File: config.mk
export PLATFORM = sky130hd
export DESIGN_NAME = eeo_encoder_emulation
export DESIGN_NICKNAME = d
export VERILOG_FILES = /design/src/rtl/eeo_pkg.sv /design/src/rtl/eeo_buf2.sv /design/src/rtl/eeo_encoder_emulation.sv /design/src/rtl/eeo_quad_step.sv
export SDC_FILE = /design/constraint.sdc
export NUM_CORES = 2
export LEC_CHECK = 0
export BUFFER_PORTS_ARGS = -buffer_cell sky130_fd_sc_hd__buf_2
export CELL_PAD_IN_SITES_DETAIL_PLACEMENT = 1
export CELL_PAD_IN_SITES_GLOBAL_PLACEMENT = 2
export CORE_MARGIN = 5
export CORE_UTILIZATION = 36
export CTS_BUF_LIST = sky130_fd_sc_hd__clkbuf_16
export CTS_CLUSTER_DIAMETER = 100
export DETAILED_ROUTE_END_ITERATION = 12
export HOLD_SLACK_MARGIN = 0.05
export PLACE_DENSITY_LB_ADDON = 0.1
export SLEW_MARGIN = 40
export SYNTH_ARGS = -nofsm -noshare
export SYNTH_HDL_FRONTEND = slang
export SYNTH_HIERARCHICAL = 1
export SYNTH_SLANG_ARGS = --single-unit
File: constraint.sdc
create_clock -name i_core_clk -period 17.2 [get_ports i_core_clk]
set_clock_uncertainty 0.15 [all_clocks]
set_input_delay 2.58 -clock i_core_clk [delete_from_list [all_inputs] [get_ports i_core_clk]]
set_output_delay 2.58 -clock i_core_clk [all_outputs]
set_load 0.02 [all_outputs]
File: src/rtl/eeo_pkg.sv
package eeo_pkg;
  // ==========================================
  // clock and timing
  localparam int CLK_PERIOD_NS  = 8;
  localparam int EDGE_GAP_NS    = 200;
  localparam int EDGE_GAP_CYC   = (EDGE_GAP_NS + CLK_PERIOD_NS - 1) /
                                  CLK_PERIOD_NS;
  localparam int MONO_SLOW_NS   = 13000;
  localparam int MONO_FAST_NS   = 3000;
  localparam int MONO_SLOW_CYC  = (MONO_SLOW_NS + CLK_PERIOD_NS - 1) /
                                  CLK_PERIOD_NS;
  localparam int MONO_FAST_CYC  = (MONO_FAST_NS + CLK_PERIOD_NS - 1) /
                                  CLK_PERIOD_NS;
  // ==========================================
  // widths
  localparam int ANGLE_W        = 24;
  localparam int TURNS_W        = 12;
  localparam int LINES_W        = 20;
  localparam int QCNT_W         = 22;
  localparam int SSI_BITS       = 24;
  localparam int SSI_HALF       = 12;
  localparam int PHASE_W        = 16;
  localparam int INTERP_W       = 8;
  localparam int GAP_W          = 5;
  localparam int MONO_W         = 11;
  // ==========================================
  // encoder output function codes
  localparam logic [1:0] FN_OFF    = 2'h0;
  localparam logic [1:0] FN_INCR   = 2'h1;
  localparam logic [1:0] FN_SSI    = 2'h2;
  localparam logic [1:0] FN_INTERP = 2'h3;
  // ==========================================
  // line count limits
  localparam logic [LINES_W-1:0] RES_LINES_MAX  = 20'h00400;
  localparam logic [LINES_W-1:0] ENC_LINES_MAX  = 20'h01000;
  localparam logic [LINES_W-1:0] ENC_POW2_MIN   = 20'h02000;
  localparam logic [LINES_W-1:0] ENC_POW2_MAX   = 20'h80000;
  localparam logic [INTERP_W-1:0] INTERP_MIN    = 8'h04;
  localparam logic [INTERP_W-1:0] INTERP_MAX    = 8'h80;
  // ==========================================
  // upper twelve bit values
  localparam logic [TURNS_W-1:0] UPPER_INVALID  = 12'hfff;
  localparam logic [TURNS_W-1:0] UPPER_ZERO     = 12'h000;
  typedef enum logic {SSI_IDLE, SSI_SHIFT} eeo_ssi_st_t;
endpackage

File: src/rtl/eeo_buf2.sv
`timescale 1ns/1ps
`default_nettype none
module eeo_buf2
  import eeo_pkg::*;
#(
  parameter int WIDTH = 36,
  parameter int DEPTH = 2
) (
  input  wire logic             i_core_clk,
  input  wire logic             i_rst,
  input  wire logic             i_ce,
  input  wire logic             i_in_valid,
  input  wire logic [WIDTH-1:0] i_in_data,
  output logic                  o_in_ready,
  output logic                  o_out_valid,
  output logic [WIDTH-1:0]      o_out_data,
  input  wire logic             i_out_ready
);
  // ==========================================
  // storage
  logic [WIDTH-1:0] mem_q [DEPTH];
  logic [$clog2(DEPTH)-1:0] wp_q, rp_q;
  logic [$clog2(DEPTH):0]   cnt_q, cnt_d;
  logic push, pop;
  assign push = i_in_valid && o_in_ready;
  assign pop  = o_out_valid && i_out_ready;
  assign o_out_data = mem_q[rp_q];
  always_comb begin
    cnt_d = cnt_q;
    if (push && !pop) cnt_d = cnt_q + 1'b1;
    if (pop && !push) cnt_d = cnt_q - 1'b1;
  end
  // ready and valid are registered so the source sees honest flags
  always_ff @(posedge i_core_clk) begin
    if (i_rst) begin
      wp_q        <= '0;
      rp_q        <= '0;
      cnt_q       <= '0;
      o_in_ready  <= 1'b0;
      o_out_valid <= 1'b0;
    end else if (i_ce) begin
      if (push) begin
        mem_q[wp_q] <= i_in_data;
        wp_q        <= wp_q + 1'b1;
      end
      if (pop) rp_q <= rp_q + 1'b1;
      cnt_q       <= cnt_d;
      o_in_ready  <= (cnt_d != DEPTH[$clog2(DEPTH):0]);
      o_out_valid <= (cnt_d != '0);
    end
  end
endmodule
`default_nettype wire

File: src/rtl/eeo_encoder_emulation.sv
`timescale 1ns/1ps
`default_nettype none
// Summary of operation
// RULE1: position comes from absolute feedback samples
// RULE2: function 1 drives quadrature on output
// RULE3: channels a and b ninety degrees apart
// RULE4: line count limits depend on feedback type
// RULE5: one zero pulse per turn, a=b=1
// RULE6: interpolation 4..128 lines, zero passed through
// RULE7: stored offset places zero pulse anywhere
// RULE8: serial mode sends 24 data bits
// RULE9: single-turn: upper twelve bits zero
// RULE10: single-turn range scales with resolver poles
// RULE11: commutation track unhomed: upper bits ones
// RULE12: multi-turn: upper twelve bits count turns
// RULE13: gray code default, binary when selected
// RULE14: 200 khz or 1.5 mhz, optional inversion
// RULE15: value counts up turning clockwise
// RULE16: idle monoflop time before next frame
// RULE17: first edge latches, msb shifted first
// RULE18: a leads b clockwise, reversed otherwise
module eeo_encoder_emulation
  import eeo_pkg::*;
(
  input  wire logic                i_core_clk,
  input  wire logic                i_rst,
  input  wire logic                i_ce,
  input  wire logic                i_pos_valid,
  input  wire logic [ANGLE_W-1:0]  i_pos_angle,
  input  wire logic [TURNS_W-1:0]  i_pos_turns,
  output logic                     o_pos_ready,
  input  wire logic [PHASE_W-1:0]  i_sine_phase,
  input  wire logic                i_sine_zero,
  input  wire logic [1:0]          i_encoder_output_function,
  input  wire logic                i_feedback_is_encoder,
  input  wire logic [5:0]          i_resolver_poles,
  input  wire logic                i_comm_track,
  input  wire logic                i_homing_done,
  input  wire logic [LINES_W-1:0]  i_line_count,
  input  wire logic [INTERP_W-1:0] i_interp_lines,
  input  wire logic [ANGLE_W-1:0]  i_zero_marker_offset,
  input  wire logic                i_multi_turn,
  input  wire logic                i_serial_code_select,
  input  wire logic                i_serial_clock_rate_select,
  input  wire logic                i_serial_clock_invert,
  input  wire logic                i_ssi_clk,
  output logic                     o_ssi_data,
  output logic                     o_ssi_busy,
  output logic                     o_enc_a,
  output logic                     o_enc_b,
  output logic                     o_enc_zero,
  output logic                     o_line_count_bad
);
  // ==========================================
  // feedback samples through the two-entry buffer
  logic                     fb_valid, fb_take, quad_done;
  logic [ANGLE_W+TURNS_W-1:0] fb_data;
  logic [ANGLE_W-1:0]       angle_q;
  logic [TURNS_W-1:0]       turns_q;
  logic [1:0]               fn;
  assign fn = i_encoder_output_function;
  // in incremental mode, hold off new samples while the pulse train still catches up
  assign fb_take = (fn != FN_INCR) || quad_done; //RULE1
  eeo_buf2 #(
    .WIDTH (ANGLE_W + TURNS_W),
    .DEPTH (2)
  ) u_buf (
    .i_core_clk  (i_core_clk),
    .i_rst       (i_rst),
    .i_ce        (i_ce),
    .i_in_valid  (i_pos_valid),
    .i_in_data   ({i_pos_turns, i_pos_angle}),
    .o_in_ready  (o_pos_ready),
    .o_out_valid (fb_valid),
    .o_out_data  (fb_data),
    .i_out_ready (fb_take)
  );
  always_ff @(posedge i_core_clk) begin
    if (i_rst) begin
      angle_q <= '0;
      turns_q <= '0;
    end else if (i_ce && fb_valid && fb_take) begin
      angle_q <= fb_data[ANGLE_W-1:0]; //RULE1
      turns_q <= fb_data[ANGLE_W+TURNS_W-1:ANGLE_W];
    end
  end
  // ==========================================
  // pin synchronisers
  logic ck_s1_q, ck_s2_q, ck_prev_q, nz_s1_q, nz_s2_q;
  always_ff @(posedge i_core_clk) begin
    if (i_rst) begin
      ck_s1_q   <= 1'b1;
      ck_s2_q   <= 1'b1;
      ck_prev_q <= 1'b1;
      nz_s1_q   <= 1'b0;
      nz_s2_q   <= 1'b0;
    end else if (i_ce) begin
      ck_s1_q   <= i_ssi_clk;
      ck_s2_q   <= ck_s1_q;
      ck_prev_q <= ck_s2_q ^ i_serial_clock_invert; //RULE14
      nz_s1_q   <= i_sine_zero;
      nz_s2_q   <= nz_s1_q;
    end
  end
  // ==========================================
  // incremental target
  logic                 lines_ok, is_pow2, run;
  logic [LINES_W-1:0]   lines;
  logic [ANGLE_W-1:0]   frac;
  logic [ANGLE_W+LINES_W-1:0] prod;
  logic [QCNT_W-1:0]    target, total;
  logic                 qa, qb, qzero;
  always_comb begin
    is_pow2 = (i_line_count & (i_line_count - 1'b1)) == '0;
    if (fn == FN_INTERP) begin
      lines    = LINES_W'(i_interp_lines);
      frac     = {i_sine_phase, 8'h00};
      lines_ok = (i_interp_lines >= INTERP_MIN) &&
                 (i_interp_lines <= INTERP_MAX); //RULE6
    end else begin
      lines    = i_line_count;
      frac     = angle_q - i_zero_marker_offset; //RULE7
      if (i_feedback_is_encoder) begin //RULE4
        lines_ok = (i_line_count != '0) &&
                   ((i_line_count <= ENC_LINES_MAX) ||
                    (is_pow2 && i_line_count >= ENC_POW2_MIN &&
                     i_line_count <= ENC_POW2_MAX));
      end else begin
        lines_ok = (i_line_count != '0) &&
                   (i_line_count <= RES_LINES_MAX); //RULE4
      end
    end
    prod   = (ANGLE_W+LINES_W)'(frac) * (ANGLE_W+LINES_W)'(lines);
    target = prod[ANGLE_W+LINES_W-1:ANGLE_W-2];
    total  = {lines, 2'b00};
    run    = lines_ok && ((fn == FN_INCR) || (fn == FN_INTERP));
  end
  eeo_quad_step u_quad (
    .i_core_clk  (i_core_clk),
    .i_rst       (i_rst),
    .i_ce        (i_ce),
    .i_run       (run),
    .i_target    (target),
    .i_total     (total),
    .o_a         (qa),
    .o_b         (qb),
    .o_at_zero   (qzero),
    .o_at_target (quad_done)
  );
  always_ff @(posedge i_core_clk) begin
    if (i_rst) begin
      o_enc_a          <= 1'b0;
      o_enc_b          <= 1'b0;
      o_enc_zero       <= 1'b0;
      o_line_count_bad <= 1'b0;
    end else if (i_ce) begin
      o_enc_a          <= run && qa; //RULE2
      o_enc_b          <= run && qb; //RULE2
      if (fn == FN_INTERP) begin
        o_enc_zero <= run && nz_s2_q; //RULE6
      end else begin
        o_enc_zero <= run && qzero && qa && qb; //RULE5
      end
      o_line_count_bad <= (fn == FN_INCR || fn == FN_INTERP) && !lines_ok;
    end
  end
  // ==========================================
  // serial position word
  logic [4:0]            pole_pairs;
  logic [ANGLE_W+4:0]    scaled;
  logic [TURNS_W-1:0]    upper;
  logic [SSI_BITS-1:0]   bin_word, word;
  always_comb begin
    // angle rises clockwise, so the word counts up the same way
    pole_pairs = i_feedback_is_encoder ? 5'h01 : i_resolver_poles[5:1];
    scaled = (ANGLE_W+5)'(angle_q) * (ANGLE_W+5)'(pole_pairs); //RULE10
    if (i_multi_turn) begin
      upper = turns_q; //RULE12
    end else if (i_comm_track && !i_homing_done) begin
      upper = UPPER_INVALID; //RULE11
    end else begin
      upper = UPPER_ZERO; //RULE9
    end
    bin_word = {upper, scaled[ANGLE_W-1:ANGLE_W-SSI_HALF]}; //RULE15
    word = i_serial_code_select ? bin_word
                                : bin_word ^ (bin_word >> 1); //RULE13
  end
  // ==========================================
  // serial shifter with monoflop
  eeo_ssi_st_t         st_q, st_d;
  logic [SSI_BITS-1:0] sr_q, sr_d;
  logic [MONO_W-1:0]   mono_q, mono_d, mono_len;
  logic                data_d, ck_now, ck_fall, ck_rise;
  always_comb begin
    ck_now   = ck_s2_q ^ i_serial_clock_invert; //RULE14
    ck_fall  = ck_prev_q && !ck_now;
    ck_rise  = !ck_prev_q && ck_now;
    mono_len = i_serial_clock_rate_select ? MONO_W'(MONO_FAST_CYC)
                                          : MONO_W'(MONO_SLOW_CYC);
    st_d   = st_q;
    sr_d   = sr_q;
    mono_d = mono_q;
    data_d = o_ssi_data;
    if (fn != FN_SSI) begin
      st_d   = SSI_IDLE;
      data_d = 1'b1;
    end else begin
      unique case (st_q)
        SSI_IDLE: begin
          data_d = 1'b1;
          if (ck_fall) begin
            st_d   = SSI_SHIFT;
            sr_d   = word; //RULE17
            mono_d = mono_len;
          end
        end
        SSI_SHIFT: begin
          if (ck_rise) begin
            data_d = sr_q[SSI_BITS-1]; //RULE8
            sr_d   = {sr_q[SSI_BITS-2:0], 1'b0}; //RULE17
            mono_d = mono_len;
          end else if (ck_fall) begin
            mono_d = mono_len; //RULE16
          end else if (mono_q != '0) begin
            mono_d = mono_q - 1'b1;
          end else begin
            st_d   = SSI_IDLE; //RULE16
            data_d = 1'b1;
          end
        end
      endcase
    end
  end
  always_ff @(posedge i_core_clk) begin
    if (i_rst) begin
      st_q       <= SSI_IDLE;
      sr_q       <= '0;
      mono_q     <= '0;
      o_ssi_data <= 1'b1;
      o_ssi_busy <= 1'b0;
    end else if (i_ce) begin
      st_q       <= st_d;
      sr_q       <= sr_d;
      mono_q     <= mono_d;
      o_ssi_data <= data_d;
      o_ssi_busy <= (st_d == SSI_SHIFT);
    end
  end
endmodule
`default_nettype wire

File: src/rtl/eeo_quad_step.sv
`timescale 1ns/1ps
`default_nettype none
module eeo_quad_step
  import eeo_pkg::*;
(
  input  wire logic              i_core_clk,
  input  wire logic              i_rst,
  input  wire logic              i_ce,
  input  wire logic              i_run,
  input  wire logic [QCNT_W-1:0] i_target,
  input  wire logic [QCNT_W-1:0] i_total,
  output logic                   o_a,
  output logic                   o_b,
  output logic                   o_at_zero,
  output logic                   o_at_target
);
  // ==========================================
  // step toward target by the shorter way
  logic [QCNT_W-1:0] cur_q, cur_d, diff;
  logic [GAP_W-1:0]  gap_q, gap_d;
  logic              up, step;
  always_comb begin
    diff = (i_target >= cur_q) ? i_target - cur_q
                               : i_target + i_total - cur_q;
    up   = diff <= (i_total >> 1);
    step = i_run && (gap_q == '0) && (cur_q != i_target);
    cur_d = cur_q;
    gap_d = (gap_q != '0) ? gap_q - 1'b1 : gap_q;
    if (cur_q >= i_total) begin
      cur_d = '0;
    end else if (step) begin
      gap_d = GAP_W'(EDGE_GAP_CYC - 1);
      if (up) begin //RULE18
        cur_d = (cur_q == i_total - 1'b1) ? '0 : cur_q + 1'b1;
      end else begin
        cur_d = (cur_q == '0) ? i_total - 1'b1 : cur_q - 1'b1;
      end
    end
  end
  // count zero is phase 11, counting up makes a lead b
  always_ff @(posedge i_core_clk) begin
    if (i_rst) begin
      cur_q       <= '0;
      gap_q       <= '0;
      o_a         <= 1'b1;
      o_b         <= 1'b1;
      o_at_zero   <= 1'b0;
      o_at_target <= 1'b0;
    end else if (i_ce) begin
      cur_q       <= cur_d;
      gap_q       <= gap_d;
      o_a         <= (cur_d[1:0] == 2'h0) || (cur_d[1:0] == 2'h3); //RULE3
      o_b         <= !cur_d[1]; //RULE3
      o_at_zero   <= i_run && (cur_d == '0); //RULE5
      o_at_target <= (cur_d == i_target);
    end
  end
endmodule
`default_nettype wire

======== After elaboration in Yosys (flattened, before gate mapping) ========
Memory sizes are Yosys's and may differ from the RTL's. A register that Yosys moved wholly into a read port is not among the register bits.
Index checks and enable logic that the tools add are counted.
cells by class
  add/subtract/negate cells ............... 14
  multipliers ............................. 2
  $lt $le $gt $ge ......................... 9
  equality and inequality tests ........... 14
  mux-type cells .......................... 44
  bitwise operators ....................... 5
  reduce and logical (&&, ||, !) cells .... 50
operators by type and width
  operator                                                          count
  two-way mux 22 bit                                                6
  two-way mux 24 bit                                                4
  two-way mux 11 bit                                                5
  one-hot mux 24 bit (2 select lines)                               1
  == test 22 bit                                                    2
  >= comparator 22 bit                                              2
  zero test 22 bit                                                  2
  multiplier 24 x 20 -> 44 bit                                      1
  subtractor 22 x 1 -> 22 bit, second input constant                2
  subtractor 22 bit                                                 2
  logical AND 1 bit                                                 25
  multiplier 24 x 5 -> 24 bit                                       1
  two-way mux 12 bit                                                2
  subtractor 24 bit                                                 1
  XOR 24 x 23 -> 24 bit                                             1
  adder 22 x 1 -> 22 bit, second input constant                     1
  adder 22 bit                                                      1
  less-or-equal comparator 22 x 21 -> 1 bit                         1
  inequality test 22 bit                                            1
  one-hot mux 11 bit (2 select lines)                               1
  bitwise AND 20 bit                                                1
  >= comparator 20 x 14 -> 1 bit, second input constant             1
  less-or-equal comparator 20 x 11 -> 1 bit, second input constant  1
  less-or-equal comparator 20 x 13 -> 1 bit, second input constant  1
  35 further kinds                                                  72
word-level totals
  register bits ........................... 83
  bits in writable memories ............... 72
  input bits .............................. 125
  output and inout bits ................... 7
  memories ................................ 1
memories
  name         words  bits a word  read ports  clocked after memory_dff  write ports  RTL line        RTL
  u_buf.mem_q  2      36           1           1                         1            eeo_buf2.sv:21  logic [WIDTH-1:0] mem_q [DEPTH];

======== Longest topological paths before layout ========
  depth in word-level cells ............... 16
  mapped depth ............................ 70
  mapped depth without buffers ............ 68

======== By module ========
Netlist, hierarchy kept.
by module, submodules not included
  module                 instances  cells each  area each (um^2)
  eeo_encoder_emulation  1          2,924       24,009.3
  eeo_quad_step          1          1,286       8,968.6
  eeo_buf2               1          161         2,970.3

======== Least setup slack after synthesis ========
Ideal clock, no wire load.
  path kind ............................... input -> register
  start point ............................. input i_zero_marker_offset[0]
  end point ............................... register u_quad.o_at_target
  setup time .............................. 69 ps
  arrival time ............................ 16,751 ps
  path slack .............................. 230 ps
  stages .................................. 62
  buffers on the path ..................... 0
  path through ............................ ha_1 -> inv_1 -> fa_1 -> a21o_1 -> a21o_1 -> a211oi_2 -> o21ai_2 -> nor3b_1 -> o41ai_4 -> mux2i_1 -> nand3_1 -> o21ai_1 -> nor2_1 -> fa_1 -> fa_1 -> inv_1 -> fa_1 -> inv_1 -> (+26 left out) -> o21a_1 -> o21a_1 -> o21ai_0 -> nand2_1 -> xnor2_1 -> o21ai_0 -> ha_1 -> or3_1 -> a221oi_1 -> o221ai_1 -> o211ai_1 -> o211ai_1 -> a21o_4 -> o221a_2 -> o21a_1 -> or4b_1 -> or4_1 -> o21ai_1
on the way
  cells in the longest elaborated chain, start to end .. 11
  elaborated cells on any way between the ends .. 15
  classes of those cells .................. 4 x add/sub; 1 x mul; 2 x order compare; 2 x eq/ne; 5 x mux; 1 x reduce/logical
RTL lines
  element                                    RTL line                      RTL
  start, declared                            eeo_encoder_emulation.sv:41   input wire logic [ANGLE_W-1:0] i_zero_marker_offset,
  subtractor 24 bit *                        eeo_encoder_emulation.sv:122  frac = angle_q - i_zero_marker_offset;
  two-way mux 24 bit *                       eeo_encoder_emulation.sv:115  if (fn == FN_INTERP) begin
  multiplier 24 x 20 -> 44 bit *             eeo_encoder_emulation.sv:133  prod = (ANGLE_W+LINES_W)'(frac) * (ANGLE_W+LINES_W)'(lines);
  via prod[30]                               eeo_encoder_emulation.sv:110  logic [ANGLE_W+LINES_W-1:0] prod;
  adder 22 bit                               eeo_quad_step.sv:24           : i_target + i_total - cur_q;
  subtractor 22 bit                          eeo_quad_step.sv:24
  two-way mux 22 bit                         eeo_quad_step.sv:23           diff = (i_target >= cur_q) ? i_target - cur_q
  less-or-equal comparator 22 x 21 -> 1 bit  eeo_quad_step.sv:25           up = diff <= (i_total >> 1);
  two-way mux 22 bit                         eeo_quad_step.sv:33           if (up) begin
  two-way mux 22 bit                         eeo_quad_step.sv:31           end else if (step) begin
  two-way mux 22 bit                         eeo_quad_step.sv:29           if (cur_q >= i_total) begin
  == test 22 bit *                           eeo_quad_step.sv:55           o_at_target <= (cur_d == i_target);
  end signal, assigned                       eeo_quad_step.sv:55
  end, declared                              eeo_quad_step.sv:15           output logic o_at_target
The timed path passes the listed nets; every way through them passes the cells marked *.
A chain may end at the register's enable or synchronous reset.

======== Worst setup path in the final report ========
Same ends and word-level chain as after synthesis.

==> flow_summary.ini <==
[critical_path]
critPathLaunchType = primary input
crit_buf_inv = 13
cp.arrival_ns = 17.18
endpoint_kind = flip-flop
cp.required_ns = 17.47
critical_path_class = primary input to flip-flop
startpoint = i_zero_marker_offset[0]
cp_slowest_cell = fa_2
r2r_start = angle_q[0]
cp_max_fo = 7
max_stage_delay_ns = 0.61
critPathTopFamily = adder cells

[synthesis]
synth-seq-area-share = 0.127
async_flop_share = 0
ys_types = 111
synth_area_per_cell_um2 = 8.22
synth_area_um2 = 35900
synth_seq_cells = 192
synth_edf_count = 72
synth_warnings = 6
synth_top_flop_cell = dfxtp_1
netlist_instances = 4371

[drt]
drt.antenna.violating_nets = 0
drt-initial-drc-count = 1926
dr.pass1.iters = 5
routed_wl_um = 142000
wl_per_cell_um = 23.1
drc = 0
vias = 33400
avgViaCountPerCell = 5.43

[sta]
drv_slew = 0
tightest_slew_ns = 0.917
fmax_mhz = 59.1
final_hold_viol_count = 0
period_share = 0.984
max_slew_margin = 0.386
setup_viol = 0
post-route-min-period_ns = 16.92
rsz0062_at_grt = yes

[cells_and_area]
syn_to_final_growth_pct = 20.3
mostFrequentLayoutCell = inv_1
nFillCells = 12000
multi_input_area_um2 = 28900
fin_nets = 5740
layout_common_cells = inv_1 (645), buf_4 (538), nand2_1 (501)
fin_util = 0.434
regArea_um2 = 4560
final_layout_size_suffix_gt1_frac = 0.200

[floorplanning]
ios = 132
core-area_um2 = 99600
num_rows = 116
die_w_um = 326
die-height_um = 326
start_util = 0.361
die-area_um2 = 106000

[clock_network]
cts_buffer_depth = 2
htree_levels = 4
cts.reportedPaths.clkPinSlew_ns = 0.09
cts_tree = yes
worstSkewPairLatency_ns = 0.48
cts_buffers = 17
cts-root-buf = clkbuf_16
clkSinkCount = 192

[grt]
antenna_found_initial = 7
grt_max_degree = 71
grt_pass1_vias = 35100
grt_first_pass_wirelength_um = 216000
grt_usage = 0.263
grt-ovfl-total = 0

[placement]
place_hpwl_um = 118000
place_congestion = 0.956
io_buffers = 130

[min_path]
hold_path_class = flip-flop to flip-flop
hold_path.startpoint = sr_q[22]

[run_status]
status = complete, no violations

[run]
drv_cap = 0
==> registers in the layout, indices dropped and copies added (netlist names), 2 cells and up, named ones only <==
name          flops
u_buf/mem_q      72
angle_q          24
sr_q             24
u_quad/cur_q     22
turns_q          12
mono_q           11
u_quad/gap_q      5
u_buf/cnt_q       2
==> Yosys cell counts (all sizes together), types with 22 or more instances <==
cell type	instances	share of area
mux2i	23	0.0064
inv	677	0.071
xor2	52	0.013
or3	30	0.0052
dfxtp	120	0.067
and2	119	0.021
edfxtp	72	0.060
ha	292	0.10
nand2	510	0.053
nor3	69	0.0097
and3	72	0.013
nand4	41	0.0071
buf	33	0.0052
xnor2	137	0.034
nand3	83	0.012
a21o	51	0.011
nor2	308	0.032
nor4	36	0.0082
a32o	22	0.0061
a21oi	247	0.035
fa	472	0.26
a31oi	28	0.0049
a211oi	36	0.0083
o21ai	151	0.021
nor2b	42	0.0073
mux2	40	0.013
clkbuf	198	0.021
nand2b	54	0.0094
o211ai	35	0.0073
==> logic make-up after synthesis <==
family | share of synthesized area
buffers and inverters | 0.0978
xor gates and xnor gates | 0.0488
and+or+nand+nor | 0.192
AOI/OAI and AO/OA | 0.150
DFF | 0.127
adders and majority gates | 0.365
other | 0.000104
muxes | 0.0189
==> per-stage QoR <==
step,std cells,instance area [um2],setup slack [ns],hold slack [ns],TNS [ns]
final,6163,43200,0.282,0.310,0
after global routing,6162,43200,-0.339,0.325,-0.611
after CTS,6134,42400,-0.0627,0.308,-0.0627
after detailed placement,6089,41300,-1.55,0.297,-25.35
after global placement,6089,41300,-1.34,0.288,-19.64
after floorplan,4381,36000,0.230,0.275,0
==> layer usage <==
layer  vias to the layer above  routed length, um  GRT usage
met4                         2               4200     0.0650
met1                     17100              63000      0.353
met2                       747              69000      0.452
met3                       183               6270     0.0320
met5                         -                 11          0
li1                      15400                  -          -
==> final timing paths <==
| kind | to | slack, ns | cells past startpoint |
|---|---|---|---|
| worst min register to register | sr_q[22] | 0.31 | 2 |
| worst max register to register | u_quad/o_at_target | 1.98 | 66 |
| worst min-delay path | sr_q[22] | 0.31 | 2 |
| worst max-delay path | u_quad/o_at_target | 0.28 | 66 |
==> worst min-delay path: stages, from the launching register on <==
cell and delay, ns:
dfxtp_1 0.32, nand2_1 0.05, a21oi_1 0.05
==> cell type report <==
type,count,share of cell area
multi-input cells,3269,0.669
well taps,1298,0.0376
diodes,1,0.0000579
clock inverters,15,0.00483
flip-flops and latches,192,0.106
repair buffers,682,0.114
inverters,689,0.0598
clock buffers,17,0.00984
==> what timing repair did <==
action | CTS | global route
resized for setup | 81 | 141
setup endpoints to repair | 26 | 26
buffers inserted | 14 | 28
hold buffers | 0 | 0
pin swaps | 60 | 156
Power is not shown: default switching activity piles up to over one toggle a cycle in this logic, so the estimate is an artifact.
